==> src/aprp_pkg.sv <==
// Purpose: shared constants and types for the parallel result port
// Assumes: ref_clk at 250 MHz, synchronous active-high reset
// Notes: conversion core is modelled by a fixed-length timer per channel
package aprp_pkg;
    localparam int APRP_DATA_W = 14;
    localparam int APRP_CHANS = 4;
    localparam int APRP_CLK_MHZ = 250;
    // per-channel conversion time in ns, and done pulse width in ns
    localparam int APRP_CONV_NS = 2400;
    localparam int APRP_CONV_CYC = (APRP_CONV_NS * APRP_CLK_MHZ + 999) / 1000;
    localparam int APRP_DONE_NS = 40;
    localparam int APRP_DONE_CYC = (APRP_DONE_NS * APRP_CLK_MHZ) / 1000;
    localparam logic [3:0] APRP_SEL_RESET = 4'hf;
    localparam int APRP_CNT_W = 12;
    typedef enum logic [1:0] {
        APRP_IDLE = 2'b00,
        APRP_CONV = 2'b01,
        APRP_NEXT = 2'b10
    } aprp_state_t;
endpackage : aprp_pkg

==> src/aprp_sync.sv <==
// Purpose: two-flop synchroniser for a bundle of pin levels
// Assumes: inputs asynchronous to ref_clk
// Notes: first stage is read only by the second stage
`timescale 1ns/1ps
module aprp_sync #(
    parameter int W = 1
) (
    input wire logic ref_clk, // clock
    input wire logic reset, // synchronous reset
    input wire logic [W-1:0] d, // asynchronous level
    output logic [W-1:0] q // synchronised level
);
    logic [W-1:0] meta;
    always_ff @(posedge ref_clk) begin
        if (reset) begin
            meta <= '0;
            q <= '0;
        end else begin
            meta <= d;
            q <= meta;
        end
    end
endmodule : aprp_sync

==> src/aprp_port.sv <==
// Purpose: host-facing parallel port: result reads, channel select writes, sequencing
// Assumes: host strobes are asynchronous pins; results come from the core as parallel words
// Notes: strobes are sampled after synchronisation, so the bus turns on two to three cycles late
`timescale 1ns/1ps
module aprp_port
    import aprp_pkg::*;
(
    input wire logic ref_clk, // clock
    input wire logic reset, // synchronous reset
    input wire logic sample_start_n, // conversion start pin, rising edge starts
    input wire logic sw_select, // low: pins choose channels, high: register
    input wire logic chan1_include_pin, // channel 1 include pin
    input wire logic chan2_include_pin, // channel 2 include pin
    input wire logic chan3_include_pin, // channel 3 include pin
    input wire logic chan4_include_pin, // channel 4 include pin
    input wire logic cs_n, // chip select pin
    input wire logic rd_n, // read strobe pin
    input wire logic wr_n, // write strobe pin
    input wire logic unipolar, // high on unipolar range variant
    input wire logic [APRP_CHANS*APRP_DATA_W-1:0] core_result, // raw offset-binary words
    input wire logic [3:0] bus_low_in, // low four bus lines as seen at the pins
    output logic [APRP_DATA_W-1:0] bus_out, // bus drive value, bus_bit_msb on top
    output logic bus_high_oe, // enable for bus lines 13 to 4
    output logic bus_low_oe, // enable for bus lines 3 to 0
    output logic conv_done_n, // per-conversion done pulse, active low
    output logic busy // sequence in progress
);
    typedef struct packed {
        aprp_state_t state;
        logic [3:0] sel_reg;
        logic [3:0] pending;
        logic [1:0] chan;
        logic [APRP_CNT_W-1:0] cnt;
        logic [APRP_CNT_W-1:0] done_cnt;
        logic start_d;
        logic wr_d;
        logic [1:0] rd_chan;
        logic [APRP_DATA_W-1:0] bus_out;
        logic bus_high_oe;
        logic bus_low_oe;
        logic conv_done_n;
        logic busy;
    } aprp_regs_t;

    aprp_regs_t r;
    aprp_regs_t next_r;
    logic [9:0] pins_s;
    logic [3:0] pin_sel;
    logic start_s;
    logic mode_s;
    logic cs_s;
    logic rd_s;
    logic wr_s;
    logic [3:0] low_s;
    logic [APRP_DATA_W-1:0] coded [APRP_CHANS];

    aprp_sync #(.W(10)) u_sync (
        .ref_clk(ref_clk),
        .reset(reset),
        // active-low pins go in inverted so the sync reset value reads as idle;
        // otherwise a false start edge and a false write follow every reset
        .d({~sample_start_n, sw_select, chan4_include_pin, chan3_include_pin,
            chan2_include_pin, chan1_include_pin, ~cs_n, ~rd_n, ~wr_n, unipolar}),
        .q(pins_s)
    );
    aprp_sync #(.W(4)) u_sync_low (
        .ref_clk(ref_clk),
        .reset(reset),
        .d(bus_low_in),
        .q(low_s)
    );

    assign start_s = ~pins_s[9];
    assign mode_s = pins_s[8];
    assign pin_sel = pins_s[7:4];
    assign cs_s = pins_s[3];
    assign rd_s = pins_s[2];
    assign wr_s = pins_s[1];

    genvar gi;
    generate
        for (gi = 0; gi < APRP_CHANS; gi++) begin : g_code
            logic [APRP_DATA_W-1:0] raw;
            assign raw = core_result[gi*APRP_DATA_W +: APRP_DATA_W];
            // offset binary to two's complement is a flip of the top bit
            assign coded[gi] = pins_s[0] ? raw : {~raw[APRP_DATA_W-1], raw[APRP_DATA_W-2:0]};
        end
    endgenerate

    always_comb begin
        next_r = r;
        next_r.start_d = start_s;
        next_r.wr_d = cs_s & wr_s;
        // load on the trailing edge of the write so the data lines have settled
        if (r.wr_d && !(cs_s && wr_s)) begin
            next_r.sel_reg = low_s;
        end
        if (r.done_cnt != '0) begin
            next_r.done_cnt = r.done_cnt - 1'b1;
        end
        next_r.conv_done_n = !(r.done_cnt > 1);
        case (r.state)
            APRP_IDLE: begin
                if (start_s && !r.start_d) begin
                    next_r.pending = mode_s ? r.sel_reg : pin_sel;
                    next_r.busy = 1'b1;
                    next_r.chan = 2'd0;
                    next_r.state = APRP_NEXT;
                end
            end
            APRP_NEXT: begin
                // skip excluded channels; an empty selection ends at once
                if (r.pending == 4'h0) begin
                    next_r.busy = 1'b0;
                    next_r.state = APRP_IDLE;
                end else if (r.pending[r.chan]) begin
                    next_r.cnt = APRP_CNT_W'(APRP_CONV_CYC - 1);
                    next_r.state = APRP_CONV;
                end else begin
                    next_r.chan = r.chan + 2'd1;
                end
            end
            APRP_CONV: begin
                if (r.cnt == '0) begin
                    next_r.pending[r.chan] = 1'b0;
                    next_r.rd_chan = r.chan;
                    next_r.done_cnt = APRP_CNT_W'(APRP_DONE_CYC + 1);
                    next_r.state = APRP_NEXT;
                end else begin
                    next_r.cnt = r.cnt - 1'b1;
                end
            end
            default: begin
                next_r.state = APRP_IDLE;
                next_r.busy = 1'b0;
            end
        endcase
        // reads give the latest finished channel result
        next_r.bus_out = coded[r.rd_chan];
        next_r.bus_high_oe = cs_s & rd_s;
        next_r.bus_low_oe = cs_s & rd_s & ~wr_s;
    end

    always_ff @(posedge ref_clk) begin
        if (reset) begin
            r <= '0;
            r.state <= APRP_IDLE;
            r.sel_reg <= APRP_SEL_RESET;
            r.conv_done_n <= 1'b1;
            r.start_d <= 1'b1;
        end else begin
            r <= next_r;
        end
    end

    assign bus_out = r.bus_out;
    assign bus_high_oe = r.bus_high_oe;
    assign bus_low_oe = r.bus_low_oe;
    assign conv_done_n = r.conv_done_n;
    assign busy = r.busy;

    property p_busy_rise;
        @(posedge ref_clk) disable iff (reset)
        (r.state == APRP_IDLE && start_s && !r.start_d) |=> busy;
    endproperty
    a_busy_rise: assert property (p_busy_rise) else $error("busy did not rise");

    property p_busy_hold;
        @(posedge ref_clk) disable iff (reset)
        (r.state == APRP_CONV) |-> busy;
    endproperty
    a_busy_hold: assert property (p_busy_hold) else $error("busy low mid sequence");

    property p_latch;
        @(posedge ref_clk) disable iff (reset)
        (r.state == APRP_IDLE && start_s && !r.start_d && !mode_s) |=> r.pending == $past(pin_sel);
    endproperty
    a_latch: assert property (p_latch) else $error("pin selection not latched");

    property p_latch_sw;
        @(posedge ref_clk) disable iff (reset)
        (r.state == APRP_IDLE && start_s && !r.start_d && mode_s) |=> r.pending == $past(r.sel_reg);
    endproperty
    a_latch_sw: assert property (p_latch_sw) else $error("register selection not latched");

    property p_done_pulse;
        @(posedge ref_clk) disable iff (reset)
        (r.state == APRP_CONV && r.cnt == '0) |=> ##1 !conv_done_n;
    endproperty
    a_done_pulse: assert property (p_done_pulse) else $error("no done pulse");

    property p_done_idle;
        @(posedge ref_clk) disable iff (reset)
        (r.state == APRP_IDLE && r.done_cnt == '0) |=> conv_done_n;
    endproperty
    a_done_idle: assert property (p_done_idle) else $error("done low while idle");

    property p_high_oe;
        @(posedge ref_clk) disable iff (reset)
        bus_high_oe |-> $past(cs_s & rd_s);
    endproperty
    a_high_oe: assert property (p_high_oe) else $error("bus driven outside read");

    property p_low_oe;
        @(posedge ref_clk) disable iff (reset)
        bus_low_oe |-> bus_high_oe && !$past(wr_s);
    endproperty
    a_low_oe: assert property (p_low_oe) else $error("low lines driven during write");

    property p_write;
        @(posedge ref_clk) disable iff (reset)
        (r.wr_d && !(cs_s && wr_s)) |=> r.sel_reg == $past(low_s);
    endproperty
    a_write: assert property (p_write) else $error("select register not loaded");
endmodule : aprp_port

==> config.mk <==
export PLATFORM = sky130hd
export DESIGN_NAME = aprp_port
export DESIGN_NICKNAME = d
export VERILOG_FILES = /design/src/aprp_pkg.sv /design/src/aprp_sync.sv /design/src/aprp_port.sv
export SDC_FILE = /design/constraint.sdc
export NUM_CORES = 1
export LEC_CHECK = 0
export ABC_CLOCK_PERIOD_IN_PS = 2200
export BUFFER_PORTS_ARGS = -buffer_cell sky130_fd_sc_hd__buf_2
export CORE_UTILIZATION = 35
export CTS_BUF_LIST = sky130_fd_sc_hd__clkbuf_4
export CTS_CLUSTER_SIZE = 28
export DETAILED_ROUTE_END_ITERATION = 7
export PLACE_DENSITY_LB_ADDON = 0.08
export SETUP_SLACK_MARGIN = 0.02
export SLEW_MARGIN = 20
export SYNTH_ARGS = -nofsm -noshare
export SYNTH_HDL_FRONTEND = slang
export SYNTH_SLANG_ARGS = --single-unit
==> constraint.sdc <==
create_clock -name ref_clk -period 2.2 [get_ports ref_clk]
set_input_delay 0.11 -clock ref_clk [delete_from_list [all_inputs] [get_ports ref_clk]]
set_output_delay 0.11 -clock ref_clk [all_outputs]
set_load 0.1 [all_outputs]
==> run_results.csv, run 1 <==
group,metric,value,unit
synthesis,ys_types,48,
synthesis,synth_top_area_cell,"dfxtp_1",
floorplanning,initial_utilization,36.5,%
routing,wl_met1,3380,µm
sta,min_tclk_post_route,1930,ps
routing,route.detailed.wl_per_inst,12.5,µm
cts,cts_tree,"done",
sta,final_critical_path_setup_slack,269,ps
critical_path,timing.critical_path.fanout_max,4,
global_routing,global_route.usage.total,14.2,%
synthesis,netlist_instances,377,
critical_path,critPathLaunchType,"flip-flop",
synthesis,synth-seq-area-share,45.3,%
sta,max-slew-margin-rel,54.7,%
global_routing,grt_antenna_before_repair,0,
synthesis,yosys_most_used_dff,"dfxtp_1",
global_routing,grt_max_degree,56,
floorplanning,row_count,37,
cts,numClockSinks,86,
sta,finalClockSkew,16.8,ps
global_routing,first_pass_grt_wire_length,12800,µm
final_layout,num_antenna_cells,0,
cts,post-cts-setup-buffer-count,0,
final_layout,multi_input_area,1870,µm²
cts,hold_fix_buffer_count_after_cts,14,
final_layout,final_common_cell,"buf_2",
routing,vias,2954,
cts,ctsHtreeMaxLevel,3,
sta,timing.final.hold_violations,0,
cts,cts_buffer_depth,2,
routing,final_routed_wirelength,7600,µm
critical_path,worstPathRequired,2520,ps
final_layout,fin_nets,547,
synthesis,synthesis.area,3800,µm²
routing,drt_iter0_drcs,124,
critical_path,setup.worst_path.end_class,"flip-flop",
critical_path,crit_arrival,2250,ps
power,vdd_ir_drop_max,474,µV
synthesis,synth.avg_cell_area,10.1,µm²
flow_run,drv_cap,0,
synthesis,ys_async_sr_fraction,0,%
placed_design,place_worst_setup_slack,302,ps
power,power_consumption,3.82,mW
synthesis,post_synth_edffs,0,
routing,remaining_drc_errors,0,
routing,antenna_left,0,
sta,finalSetupViolCount,0,
min_path,timing.hold.worst.class,"input port to flip-flop",
sta,report.final.slew_viol_count,0,
sta,tightest_slew,678,ps
final_layout,fillerInstances,1021,
synthesis,synth-seq-cells,86,
placed_design,dp_hpwl,5450,µm
routing,first_pass_iters,4,
routing,route.met3.wl,370,µm
final_layout,final-seq-area,1720,µm²
critical_path,worstSetupPathType,"flip-flop to flip-flop",
synthesis,yosys-top-cells-area,"dfxtp_1 45%, mux4_2 8.9%, nor2b_1 6.7%",
sta,final.setup.tns,0,ps
final_layout,layout_common_cells,"89 x buf_2, 86 x dfxtp_1, 41 x nor2b_1, 22 x nor2_1, 22 x a21oi_1",
synthesis,ys.warnings.count,0,
sta,rsz0062_at_grt,"false",
floorplanning,die_w,106,µm
synthesis,synth.net_count,458,
sta,max_freq,0.518,GHz
routing,top_signal_layer_used,"met4",
final_layout,final_layout_size_suffix_gt1_share,29.1,%
global_routing,grt_pass1_vias,2845,
sta,ratio_of_final_minimum_period_to_clock_period,87.8,%
routing,detail_route.vias_per_cell,4.87,
routing,wl_met2,3760,µm
placed_design,placement.io_buffers,89,
cts,clk_slew_on_worst_s_h_paths,160,ps
status,status,"finished, final reports clean",
final_layout,post_synthesis_to_final_layout_area_growth,20.5,%
critical_path,path_cells,"inv_1, ha_1, or4b_2, nor4_2, xnor2_1, a21oi_1",
floorplanning,placeable_area,10400,µm²
placed_design,replace_congestion,0.750,
cts,clockRootBuffer,"clkbuf_4",
cts,cts_buffers,9,
final_layout,post-route-cell-area,4580,µm²
global_routing,grt_overflow_total,0,
sta,worst_hold_slack,81.0,ps
floorplanning,die-height,106,µm
power,leakage,1.87,nW
power,power.density_cell_area,834,nW/µm²
critical_path,critPathSlowestCell,"or4b_2",
cts,worst_skew_pair.late_latency,440,ps
floorplanning,die_area,11300,µm²
placed_design,postPlaceCellArea,4300,µm²
cts,ctsResizeCount,0,
synthesis,synth_top_area_share,45.3,%
floorplanning,design.portCount,90,
critical_path,critical_path.max_stage_delay,600,ps
## worst max-delay path: cells and delay by family, from the launching register on
kind | cells | cell delay [ps]
AND/OR/NAND/NOR | 2 | 890
buffers and inverters | 1 | 120
AO/OA/AOI/OAI | 1 | 80
flip-flops | 1 | 370
XOR/XNOR | 1 | 160
adder cells (fa/ha/maj) | 1 | 210
## synthesized netlist by cell type, types with 3 or more instances
library cell	n
a21oi_1	22
a31oi_1	5
buf_2	3
buf_4	14
clkbuf_1	12
dfxtp_1	86
ha_1	9
inv_1	8
mux2i_1	8
mux4_2	15
nand2_1	17
nand2b_1	7
nand3_1	11
nand3b_1	6
nand4_1	4
nor2_1	22
nor2b_1	41
nor3_1	10
o21ai_0	12
o31ai_1	10
or3_1	9
or4_1	10
## final timing paths
path / cells after the start / end / slack [ps] / from
min reg2reg: 1 / r[21] / 440 / u_sync.q[9]
max: 6 / r[22] / 270 / r[22]
min: 3 / bus_out[0] / 80 / core_result[42]
max reg2reg: 6 / r[22] / 270 / r[22]
## cell type report
class	count	area share (%)
clock buffers	9	1.47
clock inverters	7	1.67
inverters	8	0.655
multi-input cells	251	40.7
flip-flops and latches	86	37.6
well taps	136	3.71
repair buffers	110	14.2
## metrics by stage
stage                     utilization [%]  instances
after global routing                 44.0        607
after CTS                            44.0        607
final                                44.0        607
after floorplan                         -        377
after global placement               41.3        577
after detailed placement             41.3        577
## state kept, by name, indices dropped and copies added, names as in the netlist, 4 cells and up
register / count
bus_out: 14
r: 40
u_sync.meta: 10
u_sync.q: 10
u_sync_low.meta: 4
u_sync_low.q: 4
## metal layers
layer | track usage [%] | vias up
met5 | 0 | -
met4 | 4.56 | 0
met3 | 4.41 | 9
met2 | 24.3 | 70
met1 | 17.0 | 1362
li1 | - | 1513
## power breakdown
group	leakage, nW	switching [mW]	internal, mW
Sequential	0.706	0.126	1.71
Clock	0.0792	0.619	0.274
Combinational	1.08	0.633	0.460
Total	1.87	1.38	2.44
## cell families (layout without fill, tap and decap cells)
logic type / after synthesis / after routing / synth area share (%)
AO/OA/AOI/OAI: 60 / 60 / 10.1
XOR/XNOR: 4 / 4 / 0.922
adder cells (fa/ha/maj): 9 / 9 / 2.96
buffers and inverters: 40 / 134 / 5.63
flip-flops: 86 / 86 / 45.3
multiplexers: 23 / 23 / 11.0
AND/OR/NAND/NOR: 155 / 155 / 24.1
Power figures use the tool's default switching activity.
==> inputs of run 2 (changes only) <==
--- a/config.mk
+++ b/config.mk
@@ -5,7 +5,7 @@
 export SDC_FILE = /design/constraint.sdc
 export NUM_CORES = 1
 export LEC_CHECK = 0
-export ABC_CLOCK_PERIOD_IN_PS = 2200
+export ABC_CLOCK_PERIOD_IN_PS = 2100
 export BUFFER_PORTS_ARGS = -buffer_cell sky130_fd_sc_hd__buf_2
 export CORE_UTILIZATION = 35
 export CTS_BUF_LIST = sky130_fd_sc_hd__clkbuf_4
==> constraint.sdc (replaced) <==
create_clock -name ref_clk -period 2.1 [get_ports ref_clk]
set_input_delay 0.105 -clock ref_clk [delete_from_list [all_inputs] [get_ports ref_clk]]
set_output_delay 0.105 -clock ref_clk [all_outputs]
set_load 0.1 [all_outputs]
==> run_results.csv, run 2 (synthesis gave the netlist of run 1 again) <==
group,metric,value,unit
routing,drt_iter0_drcs,108,
cts,cts_tree,"done",
routing,vias,2984,
sta,final.setup.tns,0,ps
floorplanning,die_area,11300,µm²
floorplanning,placeable_area,10400,µm²
routing,route.detailed.wl_per_inst,12.7,µm
cts,numClockSinks,86,
sta,max_freq,0.523,GHz
final_layout,final-seq-area,1720,µm²
min_path,timing.hold.worst.class,"input port to flip-flop",
final_layout,layout_common_cells,"89 x buf_2, 86 x dfxtp_1, 41 x nor2b_1, 22 x nor2_1, 22 x a21oi_1",
global_routing,grt_overflow_total,0,
sta,tightest_slew,594,ps
routing,remaining_drc_errors,0,
floorplanning,initial_utilization,36.5,%
sta,report.final.slew_viol_count,0,
final_layout,final_layout_size_suffix_gt1_share,29.4,%
critical_path,worstPathRequired,2480,ps
critical_path,timing.critical_path.fanout_max,5,
placed_design,replace_congestion,0.720,
routing,detail_route.vias_per_cell,4.90,
final_layout,largest_register_ffs,40,
final_layout,num_antenna_cells,0,
floorplanning,design.portCount,90,
floorplanning,die-height,106,µm
final_layout,multi_input_area,1870,µm²
final_layout,post-route-cell-area,4630,µm²
placed_design,placement.io_buffers,89,
cts,clockRootBuffer,"clkbuf_4",
global_routing,global_route.usage.total,14.9,%
sta,max-slew-margin-rel,60.3,%
power,power.density_cell_area,908,nW/µm²
critical_path,setup.worst_path.end_class,"flip-flop",
power,leakage,1.89,nW
critical_path,critPathLaunchType,"flip-flop",
placed_design,dp_hpwl,5630,µm
cts,ctsHtreeMaxLevel,3,
global_routing,grt_pass1_vias,3040,
sta,ratio_of_final_minimum_period_to_clock_period,91.0,%
sta,rsz0062_at_grt,"false",
cts,cts_buffers,9,
final_layout,final_common_cell,"buf_2",
sta,finalSetupViolCount,0,
sta,finalClockSkew,13.8,ps
status,status,"finished, final reports clean",
global_routing,grt_antenna_before_repair,0,
floorplanning,row_count,37,
critical_path,crit_arrival,2290,ps
power,vdd_ir_drop_max,491,µV
flow_run,drv_cap,0,
routing,antenna_left,0,
critical_path,worstSetupPathType,"flip-flop to flip-flop",
routing,route.met3.wl,292,µm
final_layout,post_synthesis_to_final_layout_area_growth,21.9,%
routing,wl_met1,3450,µm
routing,final_routed_wirelength,7750,µm
global_routing,grt_max_degree,50,
routing,wl_met2,3870,µm
sta,min_tclk_post_route,1910,ps
floorplanning,die_w,106,µm
global_routing,first_pass_grt_wire_length,13200,µm
cts,clk_slew_on_worst_s_h_paths,140,ps
final_layout,fillerInstances,1027,
routing,top_signal_layer_used,"met4",
sta,timing.final.hold_violations,0,
placed_design,postPlaceCellArea,4310,µm²
routing,first_pass_iters,4,
cts,worst_skew_pair.late_latency,440,ps
final_layout,max_flop_register,"r",
cts,post-cts-setup-buffer-count,0,
final_layout,fin_nets,549,
cts,cts_buffer_depth,2,
-- run 2: cell types whose count changed in the layout (fill, tap and decap cells not counted), sizes merged --
cell,previous run,this run
clkinv,3,1
inv,12,11
bufinv,0,2
clkinvlp,0,1
buf,96,98
-- run 2: timing repair --
action                                  CTS  global route
gates resized for setup                   0             1
endpoints found under the setup margin    0             1
endpoints found under the hold margin    14             0
hold buffers                             14             0
-- run 2: worst max-delay path, stage by stage (launching register included) --
cell and delay, ps:
dfxtp_1 360, inv_1 120, ha_1 250, nor3b_1 360
o41ai_2 200, or4_1 430, a21oi_1 150
-- run 2: worst paths after layout --
check,slack [ps],start,end,depth (start not counted)
setup / recovery,190,r[22],r[28],6
setup reg to reg,190,r[22],r[28],6
hold / removal,80,core_result[2],bus_out[2],3
hold reg to reg,420,u_sync.q[9],r[21],1
-- run 2: where the power goes --
group          switching (mW)  total (mW)  internal, mW
clock network           0.602        1.10         0.497
registers               0.128        1.92          1.79
logic                   0.693        1.19         0.494
-- run 2: layout make-up --
cell class | count | share of cell area, %
sequential | 86 | 37.2
multi-input combinational | 251 | 40.5
tap | 136 | 3.67
clock buffer | 9 | 1.46
inverter | 8 | 0.648
timing repair buffer | 112 | 14.4
clock inverter | 7 | 2.22
-- run 2: per-layer routing --
layer,up-vias,track usage [%]
li1,1519,-
met4,0,6.45
met1,1402,16.8
met2,52,25.7
met3,11,4.66
met5,-,0
-- run 2: metrics by stage --
step | cells | util, % | setup slack (ps) | hold slack, ps | total power, mW
floorplan | 377 | - | 309 | 177 | 2.89
global placement | 579 | 41.4 | 227 | 261 | 3.08
detailed placement | 579 | 41.4 | 197 | 263 | 3.09
CTS | 609 | 44.4 | 177 | 41.3 | 4.23
global route | 609 | 44.5 | 21.5 | 51.5 | 4.48
finish | 609 | 44.5 | 188 | 76.1 | 4.20
==> inputs of run 3 (changes only) <==
--- a/config.mk
+++ b/config.mk
@@ -5,7 +5,7 @@
 export SDC_FILE = /design/constraint.sdc
 export NUM_CORES = 1
 export LEC_CHECK = 0
-export ABC_CLOCK_PERIOD_IN_PS = 2100
+export ABC_CLOCK_PERIOD_IN_PS = 2000
 export BUFFER_PORTS_ARGS = -buffer_cell sky130_fd_sc_hd__buf_2
 export CORE_UTILIZATION = 35
 export CTS_BUF_LIST = sky130_fd_sc_hd__clkbuf_4
==> constraint.sdc (replaced) <==
create_clock -name ref_clk -period 2 [get_ports ref_clk]
set_input_delay 0.1 -clock ref_clk [delete_from_list [all_inputs] [get_ports ref_clk]]
set_output_delay 0.1 -clock ref_clk [all_outputs]
set_load 0.1 [all_outputs]
==> run_results.csv, run 3 (synthesis gave the netlist of run 1 again) <==
group,metric,value,unit
status,status,"finished, final reports clean",
routing,wl_met2,4130,µm
placed_design,place_worst_setup_slack,119,ps
routing,top_signal_layer_used,"met4",
floorplanning,row_count,37,
sta,timing.final.hold_violations,0,
critical_path,path_cells,"inv_1, ha_1, nor2b_1, and4_2, or4_1, a21oi_1",
sta,max_freq,0.521,GHz
power,vdd_ir_drop_max,513,µV
cts,post-cts-setup-buffer-count,0,
power,power.sequential.fraction,46.7,%
sta,rsz0062_at_grt,"true",
global_routing,grt_overflow_total,0,
sta,finalSetupViolCount,0,
routing,wl_met1,3550,µm
floorplanning,die_area,11300,µm²
cts,cts_buffer_depth,2,
sta,tightest_slew,528,ps
critical_path,critPathLaunchType,"flip-flop",
placed_design,dp_hpwl,5820,µm
cts,numClockSinks,86,
power,sw_frac_of_total,35.0,%
sta,max-slew-margin-rel,64.3,%
global_routing,grt_max_degree,39,
final_layout,multi_input_area,1880,µm²
critical_path,worstPathRequired,2380,ps
min_path,timing.hold.worst.class,"input port to flip-flop",
floorplanning,die-height,106,µm
power,combPwrFrac,29.7,%
routing,final_routed_wirelength,8070,µm
global_routing,global_route.usage.total,15.2,%
critical_path,r2r_setup_slack,80,ps
power,power_frac_clock,23.6,%
floorplanning,die_w,106,µm
placed_design,placement.io_buffers,89,
final_layout,post_synthesis_to_final_layout_area_growth,22.3,%
final_layout,num_antenna_cells,0,
critical_path,setup.worst_path.end_class,"flip-flop",
critical_path,critical_path.max_stage_delay,510,ps
power,p_int,2.82,mW
critical_path,timing.critical_path.fanout_max,9,
sta,report.final.slew_viol_count,0,
cts,clk_slew_on_worst_s_h_paths,150,ps
routing,route.met3.wl,277,µm
final_layout,final_layout_size_suffix_gt1_share,31.3,%
cts,worst_skew_pair.late_latency,440,ps
routing,remaining_drc_errors,0,
power,leakage,1.91,nW
floorplanning,initial_utilization,36.5,%
final_layout,finish.utilization,44.6,%
flow_run,drv_cap,0,
final_layout,final_common_cell,"buf_2",
sta,min_tclk_post_route,1920,ps
routing,first_pass_iters,4,
critical_path,crit_arrival,2290,ps
sta,final.setup.tns,0,ps
routing,detail_route.vias_per_cell,4.90,
power,p_switching,1.52,mW
cts,cts_tree,"done",
global_routing,first_pass_grt_wire_length,13600,µm
cts,ctsHtreeMaxLevel,3,
routing,antenna_left,0,
final_layout,largest_register_ffs,40,
sta,final_critical_path_setup_slack,81.7,ps
global_routing,grt_antenna_before_repair,0,
global_routing,grt_pass1_vias,2992,
critical_path,critPathSlowestCell,"or4_1",
floorplanning,placeable_area,10400,µm²
final_layout,fin_nets,555,
floorplanning,design.portCount,90,
critical_path,worstSetupPathType,"flip-flop to flip-flop",
routing,route.detailed.wl_per_inst,13.1,µm
final_layout,final-seq-area,1720,µm²
sta,ratio_of_final_minimum_period_to_clock_period,95.9,%
routing,drt_iter0_drcs,109,
final_layout,layout_common_cells,"89 x buf_2, 85 x dfxtp_1, 41 x nor2b_1, 22 x nor2_1, 22 x a21oi_1",
final_layout,fillerInstances,1016,
cts,cts_buffers,9,
sta,finalClockSkew,14.0,ps
routing,vias,3012,
final_layout,max_flop_register,"r",
cts,clockRootBuffer,"clkbuf_4",
placed_design,replace_congestion,0.766,
power,power.density_cell_area,934,nW/µm²
==> run 3: changes by cell type in the layout (fill, tap and decap cells not counted), sizes merged <==
cell / delta
buf: +6
bufinv: -1
clkinv: +1
clkinvlp: -1
inv: +1
==> run 3: final timing paths <==
path | startpoint | to | cells past startpoint
setup / recovery | r[34] | r[41] | 6
hold / removal | core_result[28] | bus_out[0] | 3
setup reg to reg | r[34] | r[41] | 6
hold reg to reg | u_sync.q[9] | r[21] | 1
==> run 3: layout make-up <==
| class | instances | area share (%) |
|---|---|---|
| Multi-Input combinational cell | 251 | 40.5 |
| Sequential cell | 86 | 37.1 |
| Timing Repair Buffer | 118 | 15.0 |
| Tap cell | 136 | 3.66 |
| Clock inverter | 7 | 1.67 |
| Clock buffer | 9 | 1.45 |
| Inverter | 8 | 0.646 |
==> run 3: critical path: cells and delay by family (launching register included) <==
family                   cells  cell delay [ps]
flip-flops                   1              390
adder cells (fa/ha/maj)      1              220
AO/OA/AOI/OAI                1              150
AND/OR/NAND/NOR              3             1010
buffers and inverters        1               90
==> run 3: power groups by stage <==
stage | Clock (mW) | Sequential, mW | Combinational, mW
after floorplan | 0 | 2.09 | 0.943
after global placement | 0 | 2.05 | 1.20
after detailed placement | 0 | 2.05 | 1.22
after CTS | 1.08 | 2.02 | 1.25
after global routing | 1.15 | 2.06 | 1.43
final | 1.02 | 2.03 | 1.29
==> run 3: metrics by stage <==
step / area, µm² / hold WS (ps) / cells / power, mW
after detailed placement: 4350 / 260 / 585 / 3.28
final: 4650 / 71.6 / 615 / 4.34
after floorplan: 3800 / 172 / 377 / 3.03
after CTS: 4630 / 34.3 / 615 / 4.35
after global routing: 4650 / 40.3 / 615 / 4.63
after global placement: 4350 / 256 / 585 / 3.25
==> run 3: repair_timing <==
item / in CTS / in global routing
gates resized for setup: 0 / 7
endpoints found under the hold margin: 14 / 0
endpoints found under the setup margin: 0 / 8
hold buffers: 14 / 0
==> run 3: layer usage <==
layer,vias to the layer above,global-route usage [%]
met5,-,0
met4,0,5.75
met3,10,4.05
met2,52,27.2
met1,1416,17.2
li1,1534,-
